===== config.mk =====
export PLATFORM = sky130hd
export DESIGN_NAME = nad_decode_core
export DESIGN_NICKNAME = d
export VERILOG_FILES = /design/src/nad_pkg.sv /design/src/nad_alu.sv /design/src/nad_port_file.sv /design/src/nad_decode_core.sv
export VERILOG_INCLUDE_DIRS = /design/src
export SDC_FILE = /design/constraint.sdc
export NUM_CORES = 1
export LEC_CHECK = 0
export BUFFER_PORTS_ARGS = -buffer_cell sky130_fd_sc_hd__buf_2
export CORE_ASPECT_RATIO = 1.75
export CORE_MARGIN = 3
export CORE_UTILIZATION = 55
export CTS_CLUSTER_SIZE = 40
export DETAILED_ROUTE_END_ITERATION = 8
export GPL_TIMING_DRIVEN = 0
export PLACE_DENSITY = 0.77
export SLEW_MARGIN = 40
export SYNTH_ARGS = -nofsm -noshare
export SYNTH_HDL_FRONTEND = slang
export SYNTH_SLANG_ARGS = --single-unit

===== constraint.sdc =====
create_clock -name clk -period 7.35 [get_ports clk]
set_input_delay 1.1025 -clock clk [delete_from_list [all_inputs] [get_ports clk]]
set_output_delay 1.1025 -clock clk [all_outputs]
set_load 0.03 [all_outputs]

===== src/nad_map.svh =====
// Opcode images, widths and reset values for the nibble ALU and port decoder
`ifndef NAD_MAP_SVH
`define NAD_MAP_SVH

// Widths
`define NAD_WORD_W      10
`define NAD_NIB_W       4
`define NAD_TBL_ADDR_W  9
`define NAD_REG_COUNT   16
`define NAD_PORT_COUNT  4

// Extension group inserted by the assembler
`define NAD_EXT_BITS    3'h7

// Accumulator group, 16-bit assembler images
`define NAD_IMG_AND_B0  16'hFBE0
`define NAD_IMG_AND_B1  16'hFAE0
`define NAD_IMG_AND_TH  16'hFAF0
`define NAD_IMG_AND_TL  16'hFBF0
`define NAD_IMG_AND_IM  16'hFBF1
`define NAD_IMG_OR_B0   16'hFDE0
`define NAD_IMG_OR_B1   16'hFCE0
`define NAD_IMG_OR_TH   16'hFCF0
`define NAD_IMG_OR_TL   16'hFDF0
`define NAD_IMG_OR_IM   16'hFDF1
`define NAD_IMG_XOR_B0  16'hF5E0
`define NAD_IMG_XOR_B1  16'hF4E0
`define NAD_IMG_XOR_TH  16'hF4F0
`define NAD_IMG_XOR_TL  16'hF5F0
`define NAD_IMG_XOR_IM  16'hF5F1
`define NAD_IMG_INC     16'hF4F3
`define NAD_IMG_ROT     16'hFCF3
`define NAD_IMG_ROTZ    16'hFEF3

// Port group, base images; pair number is added
`define NAD_IMG_IN_L    16'hFFF8
`define NAD_IMG_IN_H    16'hFEF8
`define NAD_IMG_OUT_L   16'hE5F8
`define NAD_IMG_OUT_H   16'hE4F8
`define NAD_IMG_AND_PL  16'hFBF8
`define NAD_IMG_AND_PH  16'hFAF8
`define NAD_IMG_OR_PL   16'hFDF8
`define NAD_IMG_OR_PH   16'hFCF8
`define NAD_IMG_XOR_PL  16'hF5F8
`define NAD_IMG_XOR_PH  16'hF4F8
`define NAD_IMG_OUT_IMM 16'hE6F8

// Valid port pair numbers
`define NAD_PAIR_A      3'h0
`define NAD_PAIR_B      3'h1
`define NAD_PAIR_C      3'h3
`define NAD_PAIR_D      3'h4

// Reset values
`define NAD_ACC_RST     4'h0
`define NAD_CARRY_RST   1'b0
`define NAD_REG_RST     4'h0
`define NAD_P0_RST      8'hFF
`define NAD_P1_RST      8'hFF
`define NAD_P3_RST      8'h03
`define NAD_P4_RST      8'h26

`endif


===== src/nad_pkg.sv =====
// Types and shared helpers for the nibble ALU and port decoder
package nad_pkg;
  `include "nad_map.svh"

  typedef enum logic [2:0] {
    NAD_ALU_PASS = 3'h0,
    NAD_ALU_AND  = 3'h1,
    NAD_ALU_OR   = 3'h2,
    NAD_ALU_XOR  = 3'h3,
    NAD_ALU_INC  = 3'h4,
    NAD_ALU_ROT  = 3'h5
  } nad_alu_op_t;

  // Strip the two inserted extension groups from a 16-bit image
  function automatic logic [9:0] nad_pack(input logic [15:0] img);
    return {img[12:8], img[4:0]};
  endfunction : nad_pack

  // Map pair number to storage slot
  function automatic logic [1:0] nad_pair_slot(input logic [2:0] pair);
    logic [1:0] slot;
    slot = 2'h0;
    unique case (pair)
      `NAD_PAIR_A: slot = 2'h0;
      `NAD_PAIR_B: slot = 2'h1;
      `NAD_PAIR_C: slot = 2'h2;
      `NAD_PAIR_D: slot = 2'h3;
      default:     slot = 2'h0;
    endcase
    return slot;
  endfunction : nad_pair_slot

  function automatic logic nad_pair_ok(input logic [2:0] pair);
    return (pair == `NAD_PAIR_A) || (pair == `NAD_PAIR_B) ||
           (pair == `NAD_PAIR_C) || (pair == `NAD_PAIR_D);
  endfunction : nad_pair_ok
endpackage : nad_pkg


===== src/nad_alu.sv =====
// Nibble logic unit: AND, OR, XOR, increment, rotate and pass
`timescale 1ns/1ps
module nad_alu
  import nad_pkg::*;
#(
  parameter int NIB_W = 4
) (
  // Operation
  input  nad_alu_op_t            op,
  input  wire logic [NIB_W-1:0]  acc_in,
  input  wire logic [NIB_W-1:0]  operand,
  // Result
  output logic [NIB_W-1:0]       result,
  output logic                   carry_out
);
  always_comb begin
    result    = operand;
    carry_out = 1'b0;
    unique case (op)
      NAD_ALU_PASS: begin
        result    = operand;
        carry_out = 1'b0;
      end
      NAD_ALU_AND: begin
        result    = acc_in & operand;
        carry_out = acc_in[NIB_W-1] & operand[NIB_W-1];
      end
      NAD_ALU_OR: begin
        result    = acc_in | operand;
        carry_out = 1'b0;
      end
      NAD_ALU_XOR: begin
        result    = acc_in ^ operand;
        carry_out = acc_in[NIB_W-1] & operand[NIB_W-1];
      end
      NAD_ALU_INC: begin
        result    = acc_in + NIB_W'(1);
        carry_out = (result == '0);
      end
      NAD_ALU_ROT: begin
        result    = {acc_in[NIB_W-2:0], acc_in[NIB_W-1]};
        carry_out = acc_in[NIB_W-1];
      end
      default: begin
        result    = operand;
        carry_out = 1'b0;
      end
    endcase
  end
endmodule : nad_alu


===== src/nad_port_file.sv =====
// Port register pairs, each a low and a high nibble
`timescale 1ns/1ps
`include "nad_map.svh"
module nad_port_file
  import nad_pkg::*;
#(
  parameter int NIB_W = 4
) (
  // Clock and reset
  input  wire logic                  clk,
  input  wire logic                  rst,
  // Write side
  input  wire logic                  wr_nib_en,
  input  wire logic                  wr_high,
  input  wire logic                  wr_byte_en,
  input  wire logic [1:0]            wr_slot,
  input  wire logic [NIB_W-1:0]      wr_nib,
  input  wire logic [2*NIB_W-1:0]    wr_byte,
  // Read side
  input  wire logic [1:0]            rd_slot,
  input  wire logic                  rd_high,
  output logic [NIB_W-1:0]           rd_nib,
  // Register contents
  output logic [4*NIB_W-1:0]         low_flat,
  output logic [4*NIB_W-1:0]         high_flat
);
  logic [NIB_W-1:0] low_reg  [4];
  logic [NIB_W-1:0] high_reg [4];
  // Reset bytes, slot 0 in the low byte
  localparam logic [31:0] RST_VAL = {`NAD_P4_RST, `NAD_P3_RST, `NAD_P1_RST, `NAD_P0_RST};

  for (genvar i = 0; i < 4; i++) begin : g_pair
    always_ff @(posedge clk or posedge rst) begin
      if (rst) begin
        low_reg[i]  <= NIB_W'(RST_VAL[i*8 +: 4]);
        high_reg[i] <= NIB_W'(RST_VAL[i*8+4 +: 4]);
      end else if (wr_byte_en && wr_slot == 2'(i)) begin
        high_reg[i] <= wr_byte[2*NIB_W-1:NIB_W];
        low_reg[i]  <= wr_byte[NIB_W-1:0];
      end else if (wr_nib_en && wr_slot == 2'(i)) begin
        if (wr_high) begin
          high_reg[i] <= wr_nib;
        end else begin
          low_reg[i] <= wr_nib;
        end
      end
    end
    assign low_flat[i*NIB_W +: NIB_W]  = low_reg[i];
    assign high_flat[i*NIB_W +: NIB_W] = high_reg[i];
  end

  assign rd_nib = rd_high ? high_reg[rd_slot] : low_reg[rd_slot];
endmodule : nad_port_file


===== src/nad_decode_core.sv =====
// Decode and execute for accumulator and port instruction groups
`timescale 1ns/1ps
`include "nad_map.svh"
module nad_decode_core
  import nad_pkg::*;
#(
  parameter int WORD_W     = `NAD_WORD_W,
  parameter int NIB_W      = `NAD_NIB_W,
  parameter int REG_COUNT  = `NAD_REG_COUNT,
  parameter int TBL_ADDR_W = `NAD_TBL_ADDR_W
) (
  // Clock and reset
  input  wire logic                    clk,
  input  wire logic                    rst,
  // Instruction from program memory
  input  wire logic                    instr_valid,
  input  wire logic [WORD_W-1:0]       instr_word,
  input  wire logic [WORD_W-1:0]       operand_word,
  // Table read from program memory
  output logic [TBL_ADDR_W-1:0]        tbl_addr,
  input  wire logic [WORD_W-1:0]       tbl_data,
  // General register loading
  input  wire logic                    reg_wr_en,
  input  wire logic                    reg_wr_bank,
  input  wire logic [3:0]              reg_wr_idx,
  input  wire logic [NIB_W-1:0]        reg_wr_data,
  // Core state
  output logic [NIB_W-1:0]             acc,
  output logic                         carry_flag,
  output logic [4*NIB_W-1:0]           port_low_nibble,
  output logic [4*NIB_W-1:0]           port_high_nibble,
  // Status
  output logic                         instr_done,
  output logic                         reset_req,
  output logic                         illegal_instr
);
  localparam logic [1:0] PAGE_SLOT = 2'h2;

  typedef enum logic [2:0] {
    NAD_SRC_BANK = 3'h0,
    NAD_SRC_TBLH = 3'h1,
    NAD_SRC_TBLL = 3'h2,
    NAD_SRC_IMM  = 3'h3,
    NAD_SRC_PORT = 3'h4
  } nad_src_t;

  // Architectural state
  logic [NIB_W-1:0]  acc_reg;
  logic              carry_reg;
  logic [NIB_W-1:0]  acc_next;
  logic              carry_next;
  logic [NIB_W-1:0]  bank_zero_register [REG_COUNT];
  logic [NIB_W-1:0]  bank_one_register  [REG_COUNT];
  logic              instr_done_reg;
  logic              reset_req_reg;
  logic              illegal_reg;

  // Decode results
  nad_alu_op_t       alu_op;
  nad_src_t          src_sel;
  logic              known;
  logic              acc_we;
  logic              carry_we;
  logic              bank_sel;
  logic              port_high_sel;
  logic              port_nib_we;
  logic              port_byte_we;
  logic              rot_zero;
  logic              pair_valid;
  logic [1:0]        pair_slot;

  // Datapath
  logic [NIB_W-1:0]  operand;
  logic [NIB_W-1:0]  alu_result;
  logic              alu_carry;
  logic [NIB_W-1:0]  port_rd_nib;
  logic [NIB_W-1:0]  imm_nibble;
  logic [7:0]        imm_byte;
  logic [3:0]        reg_idx;
  logic [2:0]        pair_num;
  logic              table_page_bit;
  logic [7:0]        table_index_register;
  logic              exec;
  logic              rotz_trap;

  // Whole-word, port-base and register-base matches
  function automatic logic hit_word(input logic [WORD_W-1:0] w, input logic [15:0] img);
    return (img[15:13] == `NAD_EXT_BITS) && (img[7:5] == `NAD_EXT_BITS) &&
           (w == nad_pack(img));
  endfunction : hit_word

  function automatic logic hit_port(input logic [WORD_W-1:0] w, input logic [15:0] img);
    logic [9:0] p;
    p = nad_pack(img);
    return w[9:3] == p[9:3];
  endfunction : hit_port

  function automatic logic hit_reg(input logic [WORD_W-1:0] w, input logic [15:0] img);
    logic [9:0] p;
    p = nad_pack(img);
    return w[9:4] == p[9:4];
  endfunction : hit_reg

  assign reg_idx    = instr_word[3:0];
  assign pair_num   = instr_word[2:0];
  assign pair_valid = nad_pair_ok(pair_num);
  assign pair_slot  = nad_pair_slot(pair_num);
  assign imm_nibble = operand_word[NIB_W-1:0];
  assign imm_byte   = operand_word[7:0];
  assign exec       = instr_valid && known;
  assign rotz_trap  = exec && rot_zero && (acc_reg == '0);

  // Instruction decode
  always_comb begin
    alu_op        = NAD_ALU_PASS;
    src_sel       = NAD_SRC_BANK;
    known         = 1'b1;
    acc_we        = 1'b1;
    carry_we      = 1'b1;
    bank_sel      = 1'b0;
    port_high_sel = 1'b0;
    port_nib_we   = 1'b0;
    port_byte_we  = 1'b0;
    rot_zero      = 1'b0;
    if (hit_word(instr_word, `NAD_IMG_AND_TH)) begin
      alu_op  = NAD_ALU_AND;
      src_sel = NAD_SRC_TBLH;
    end else if (hit_word(instr_word, `NAD_IMG_AND_TL)) begin
      alu_op  = NAD_ALU_AND;
      src_sel = NAD_SRC_TBLL;
    end else if (hit_word(instr_word, `NAD_IMG_AND_IM)) begin
      alu_op  = NAD_ALU_AND;
      src_sel = NAD_SRC_IMM;
    end else if (hit_word(instr_word, `NAD_IMG_OR_TH)) begin
      alu_op  = NAD_ALU_OR;
      src_sel = NAD_SRC_TBLH;
    end else if (hit_word(instr_word, `NAD_IMG_OR_TL)) begin
      alu_op  = NAD_ALU_OR;
      src_sel = NAD_SRC_TBLL;
    end else if (hit_word(instr_word, `NAD_IMG_OR_IM)) begin
      alu_op  = NAD_ALU_OR;
      src_sel = NAD_SRC_IMM;
    end else if (hit_word(instr_word, `NAD_IMG_XOR_TH)) begin
      alu_op  = NAD_ALU_XOR;
      src_sel = NAD_SRC_TBLH;
    end else if (hit_word(instr_word, `NAD_IMG_XOR_TL)) begin
      alu_op  = NAD_ALU_XOR;
      src_sel = NAD_SRC_TBLL;
    end else if (hit_word(instr_word, `NAD_IMG_XOR_IM)) begin
      alu_op  = NAD_ALU_XOR;
      src_sel = NAD_SRC_IMM;
    end else if (hit_word(instr_word, `NAD_IMG_INC)) begin
      alu_op = NAD_ALU_INC;
    end else if (hit_word(instr_word, `NAD_IMG_ROT)) begin
      alu_op = NAD_ALU_ROT;
    end else if (hit_word(instr_word, `NAD_IMG_ROTZ)) begin
      alu_op   = NAD_ALU_ROT;
      rot_zero = 1'b1;
    end else if (hit_reg(instr_word, `NAD_IMG_AND_B0) ||
                 hit_reg(instr_word, `NAD_IMG_AND_B1)) begin
      alu_op   = NAD_ALU_AND;
      bank_sel = hit_reg(instr_word, `NAD_IMG_AND_B1);
    end else if (hit_reg(instr_word, `NAD_IMG_OR_B0) ||
                 hit_reg(instr_word, `NAD_IMG_OR_B1)) begin
      alu_op   = NAD_ALU_OR;
      bank_sel = hit_reg(instr_word, `NAD_IMG_OR_B1);
    end else if (hit_reg(instr_word, `NAD_IMG_XOR_B0) ||
                 hit_reg(instr_word, `NAD_IMG_XOR_B1)) begin
      alu_op   = NAD_ALU_XOR;
      bank_sel = hit_reg(instr_word, `NAD_IMG_XOR_B1);
    end else if (!pair_valid) begin
      known = 1'b0;
    end else if (hit_port(instr_word, `NAD_IMG_IN_L) ||
                 hit_port(instr_word, `NAD_IMG_IN_H)) begin
      alu_op        = NAD_ALU_PASS;
      src_sel       = NAD_SRC_PORT;
      port_high_sel = hit_port(instr_word, `NAD_IMG_IN_H);
    end else if (hit_port(instr_word, `NAD_IMG_OUT_L) ||
                 hit_port(instr_word, `NAD_IMG_OUT_H)) begin
      acc_we        = 1'b0;
      carry_we      = 1'b0;
      port_nib_we   = 1'b1;
      port_high_sel = hit_port(instr_word, `NAD_IMG_OUT_H);
    end else if (hit_port(instr_word, `NAD_IMG_OUT_IMM)) begin
      acc_we       = 1'b0;
      carry_we     = 1'b0;
      port_byte_we = 1'b1;
    end else if (hit_port(instr_word, `NAD_IMG_AND_PL) ||
                 hit_port(instr_word, `NAD_IMG_AND_PH)) begin
      alu_op        = NAD_ALU_AND;
      src_sel       = NAD_SRC_PORT;
      port_high_sel = hit_port(instr_word, `NAD_IMG_AND_PH);
    end else if (hit_port(instr_word, `NAD_IMG_OR_PL) ||
                 hit_port(instr_word, `NAD_IMG_OR_PH)) begin
      alu_op        = NAD_ALU_OR;
      src_sel       = NAD_SRC_PORT;
      port_high_sel = hit_port(instr_word, `NAD_IMG_OR_PH);
    end else if (hit_port(instr_word, `NAD_IMG_XOR_PL) ||
                 hit_port(instr_word, `NAD_IMG_XOR_PH)) begin
      alu_op        = NAD_ALU_XOR;
      src_sel       = NAD_SRC_PORT;
      port_high_sel = hit_port(instr_word, `NAD_IMG_XOR_PH);
    end else begin
      known = 1'b0;
    end
    if (!known) begin
      acc_we   = 1'b0;
      carry_we = 1'b0;
    end
  end

  // Operand select
  always_comb begin
    operand = '0;
    unique case (src_sel)
      NAD_SRC_BANK: operand = bank_sel ? bank_one_register[reg_idx]
                                       : bank_zero_register[reg_idx];
      NAD_SRC_TBLH: operand = tbl_data[7:4];
      NAD_SRC_TBLL: operand = tbl_data[3:0];
      NAD_SRC_IMM:  operand = imm_nibble;
      NAD_SRC_PORT: operand = port_rd_nib;
      default:      operand = '0;
    endcase
  end

  nad_alu #(
    .NIB_W     (NIB_W)
  ) u_alu (
    .op        (alu_op),
    .acc_in    (acc_reg),
    .operand   (operand),
    .result    (alu_result),
    .carry_out (alu_carry)
  );

  nad_port_file #(
    .NIB_W      (NIB_W)
  ) u_ports (
    .clk        (clk),
    .rst        (rst),
    .wr_nib_en  (exec && port_nib_we),
    .wr_high    (port_high_sel),
    .wr_byte_en (exec && port_byte_we),
    .wr_slot    (pair_slot),
    .wr_nib     (acc_reg),
    .wr_byte    (imm_byte),
    .rd_slot    (pair_slot),
    .rd_high    (port_high_sel),
    .rd_nib     (port_rd_nib),
    .low_flat   (port_low_nibble),
    .high_flat  (port_high_nibble)
  );

  // Next accumulator and carry; zero-checking rotate of a zero accumulator freezes both
  always_comb begin
    acc_next   = acc_reg;
    carry_next = carry_reg;
    if (exec && !rotz_trap) begin
      if (acc_we) begin
        acc_next = alu_result;
      end
      if (carry_we) begin
        carry_next = alu_carry;
      end
    end
  end

  // Accumulator
  always_ff @(posedge clk or posedge rst) begin
    if (rst) begin
      acc_reg <= `NAD_ACC_RST;
    end else begin
      acc_reg <= acc_next;
    end
  end

  // Carry flag
  always_ff @(posedge clk or posedge rst) begin
    if (rst) begin
      carry_reg <= `NAD_CARRY_RST;
    end else begin
      carry_reg <= carry_next;
    end
  end

  // General registers, loaded from outside
  always_ff @(posedge clk or posedge rst) begin
    if (rst) begin
      for (int i = 0; i < REG_COUNT; i++) begin
        bank_zero_register[i] <= `NAD_REG_RST;
        bank_one_register[i]  <= `NAD_REG_RST;
      end
    end else if (reg_wr_en) begin
      if (reg_wr_bank) begin
        bank_one_register[reg_wr_idx] <= reg_wr_data;
      end else begin
        bank_zero_register[reg_wr_idx] <= reg_wr_data;
      end
    end
  end

  // Completion, reset request and illegal pulses
  always_ff @(posedge clk or posedge rst) begin
    if (rst) begin
      instr_done_reg <= 1'b0;
      reset_req_reg  <= 1'b0;
      illegal_reg    <= 1'b0;
    end else begin
      instr_done_reg <= exec;
      reset_req_reg  <= rotz_trap;
      illegal_reg    <= instr_valid && !known;
    end
  end

  // Table address from page bit and index pair
  assign table_page_bit       = port_high_nibble[PAGE_SLOT*NIB_W];
  assign table_index_register = {bank_one_register[0], bank_zero_register[0]};
  assign tbl_addr             = {table_page_bit, table_index_register};

  assign acc           = acc_reg;
  assign carry_flag    = carry_reg;
  assign instr_done    = instr_done_reg;
  assign reset_req     = reset_req_reg;
  assign illegal_instr = illegal_reg;
endmodule : nad_decode_core


==> flow_summary.yaml <==
outcome:
  status: "complete, no violations"
synth:
  synth_edf_count: 0
  syn_avg_cell_area_um2: 11.40
  synth_cell_type_count: 74
  synth_top_area_cell: "dfrtp_1"
  synthTopCellsByArea: "dfrtp_1 39%, mux2_2 16%, dfstp_2 5.9%, mux4_2 5.5%, mux2i_1 4.9%"
  syn_area_mm2: 0.009335
  seq_area_frac_synth_pct: 45.32
  synth_top_area_share_pct: 39.40
  ys_ff_latch: 168
  yosysWarnings: 0
  async_flop_share_pct: 100.0
  syn-num-nets: 872
  synth_cells: 819
  synth-main-ff-cell: "dfrtp_1"
layout:
  fillers: 1340
  mostFrequentLayoutCell: "dfrtp_1"
  antenna_cells: 0
  final_cell_area_mm2: 0.01070
  layout_common_cells: "147 x dfrtp_1, 131 x mux2_2, 93 x buf_2"
  seqCellArea_mm2: 0.004230
  biggestRegsByFlops: "bank_one_register x60, bank_zero_register x60"
  final_nets: 976
  stdcell_count: 1160
  syn2layout_area_growth_pct: 14.64
  drive_above_1_share_pct: 37.07
  final_util_pct: 64.77
  multi_input_area_mm2: 0.004711
detailed_routing:
  vias: 7299
  viasPerCell: 6.292
  routedWlPerCell_um: 23.17
  antenna_left: 0
  dr.pass1.iters: 5
  routed_wl_um: 26880
  drtIter0Drc: 408
  drc: 0
setup_path:
  rr_startpoint: "tbl_addr[4]"
  critPathMaxStageDelay_ns: 0.54
  cp.required_ns: 7.65
  critical_path_arrival_ns: 4.06
  regToRegEndpoint: "acc[0]"
  reg2reg_setup_slack_ns: 4.59
  slowest_stage: "buf_1"
  end_kind: "register"
  crit_type: "in2reg"
  crit_chain: "buf_2 -> buf_4 -> buf_2 -> buf_1 -> o22ai_1 -> nand2_1 -> nor2_1 -> nor4_2 -> inv_1 -> ha_1 -> inv_1 -> o221ai_1 -> a21o_1 -> nor4_1 -> a221oi_1"
  startpoint: "instr_word[1]"
  crit_fanout: 10
  critPathLaunchType: "input port"
  r2r_cells: 12
placement:
  pre_cts_slack_ns: 3.196
  placed_cell_area_mm2: 0.01009
  gp_congestion: 0.9582
  portBuffers: 83
  dp_cells: 1128
  dpl.hpwl_um: 20240
power:
  p_total_mw: 2.720
  leakagePower_nw: 4.793
  ir_drop_uv: 163.0
  powerDensity_mw_per_mm2: 254.2
sta:
  finalHoldViolations: 0
  tns_ns: 0
  slew_viol_final: 0
  setup_viol: 0
  slew_headroom_pct: 49.90
  tightestPinTransition_ns: 0.7515
  setup_slack_ns: 3.598
  timing.final.crit_period_ns: 3.752
  timing.fmax_mhz: 266.5
  fin_skew_ns: 0.01307
  hold_ws_ns: 0.4958
  period_share_pct: 51.04
  rsz0062_at_grt: "no"
floorplanning:
  die_h_um: 178.3
  start_util_pct: 56.50
  core_area_mm2: 0.01652
  die_x_um: 104.5
  dieArea_mm2: 0.01863
  rows: 62
  io_pins: 92
min_path:
  whs_path_depth: 2
  hold_start: "u_ports.low_flat[3]"
  hp-class: "reg2reg"
  whs_endpoint: "u_ports.low_flat[3]"
global_routing:
  grt_overflow: 0
  grt_use_total_pct: 29.59
  grt_pass1_vias: 7521
  grt_max_degree: 81
  grt_pass1_wl_um: 41760
  antenna_found_initial: 0
cts:
  post-cts-setup-buffers: 0
  cts_made_buffers: 17
  htreeDepth: 4
  cts_buffer_depth: 2
  insertion_delay_ns: 0.44
  cts-hold-fix-buffers: 0
  clock_sinks: 168
  path_clk_slew_ns: 0.07
  cts-root-buf: "clkbuf_16"
  cts_resized: 0
  cts_tree: "yes"
flow_run:
  maxCapViolCount: 0
## area by class of cell
cell class	count	share of cell area [%]
sequential	168	39.53
tap	224	2.619
buffer	58	3.063
clock buffer	19	4.045
timing repair buffer	85	4.396
multi-input combinational	574	44.02
clock inverter	13	1.590
inverter	19	0.7366
## synthesized netlist by cell type (5+ instances only)
cell	number
dfrtp_1	147
mux2_2	131
nand2_1	83
mux2i_1	46
nor2_1	40
o21ai_0	39
clkbuf_1	26
nand3_1	25
mux4_2	23
a21oi_1	21
dfstp_2	21
inv_1	18
nor3_1	18
buf_4	16
buf_2	10
ha_1	10
nand2b_1	10
nor2b_1	10
nand4_1	7
a2111oi_0	6
a221oi_1	6
a22oi_1	6
a211oi_1	5
a31oi_1	5
a32oi_1	5
buf_6	5
or3b_2	5
## where the power goes
group,leakage (nW),internal (mW),total (mW),switching (mW)
Clock,0.284,0.538,0.924,0.386
Combinational,2.40,0.278,0.615,0.337
Sequential,2.10,1.08,1.18,0.0973
## how the worst max path moves through the flow
stage                        endpoint  cells past startpoint
4_1_cts                        acc[1]                     13
5_1_grt                        acc[0]                     15
3_5_place_dp                   acc[1]                     13
2_1_floorplan                  acc[0]                      1
3_3_place_gp   bank_zero_register[28]                      2
6_report                       acc[0]                     15
## critical path: cells and delay by family
| kind | cells | cell delay (ns) |
|---|---|---|
| AOI/OAI and AO/OA | 4 | 0.53 |
| buffers and inverters | 6 | 1.49 |
| adders and majority gates | 1 | 0.19 |
| and+or+nand+nor | 4 | 0.73 |
## per-layer routing
layer / track usage, % / part of all wire [%] / vias to the layer above
met2: 54.21 / 54 / 315
met3: 5.216 / 4.6 / 108
met1: 31.21 / 36 / 3666
met5: 0 / 0 / -
met4: 18.52 / 6.2 / 0
li1: - / - / 3210
## cell families after synthesis
group / count (synthesis) / synth area share (%)
compound gates: 128 / 9.691
buf+inv: 77 / 4.275
flops: 168 / 45.32
simple gates: 232 / 12.59
xor+xnor: 3 / 0.3620
fa+ha+maj: 10 / 1.340
mux: 201 / 26.43
Power figures use the tool's default switching activity.
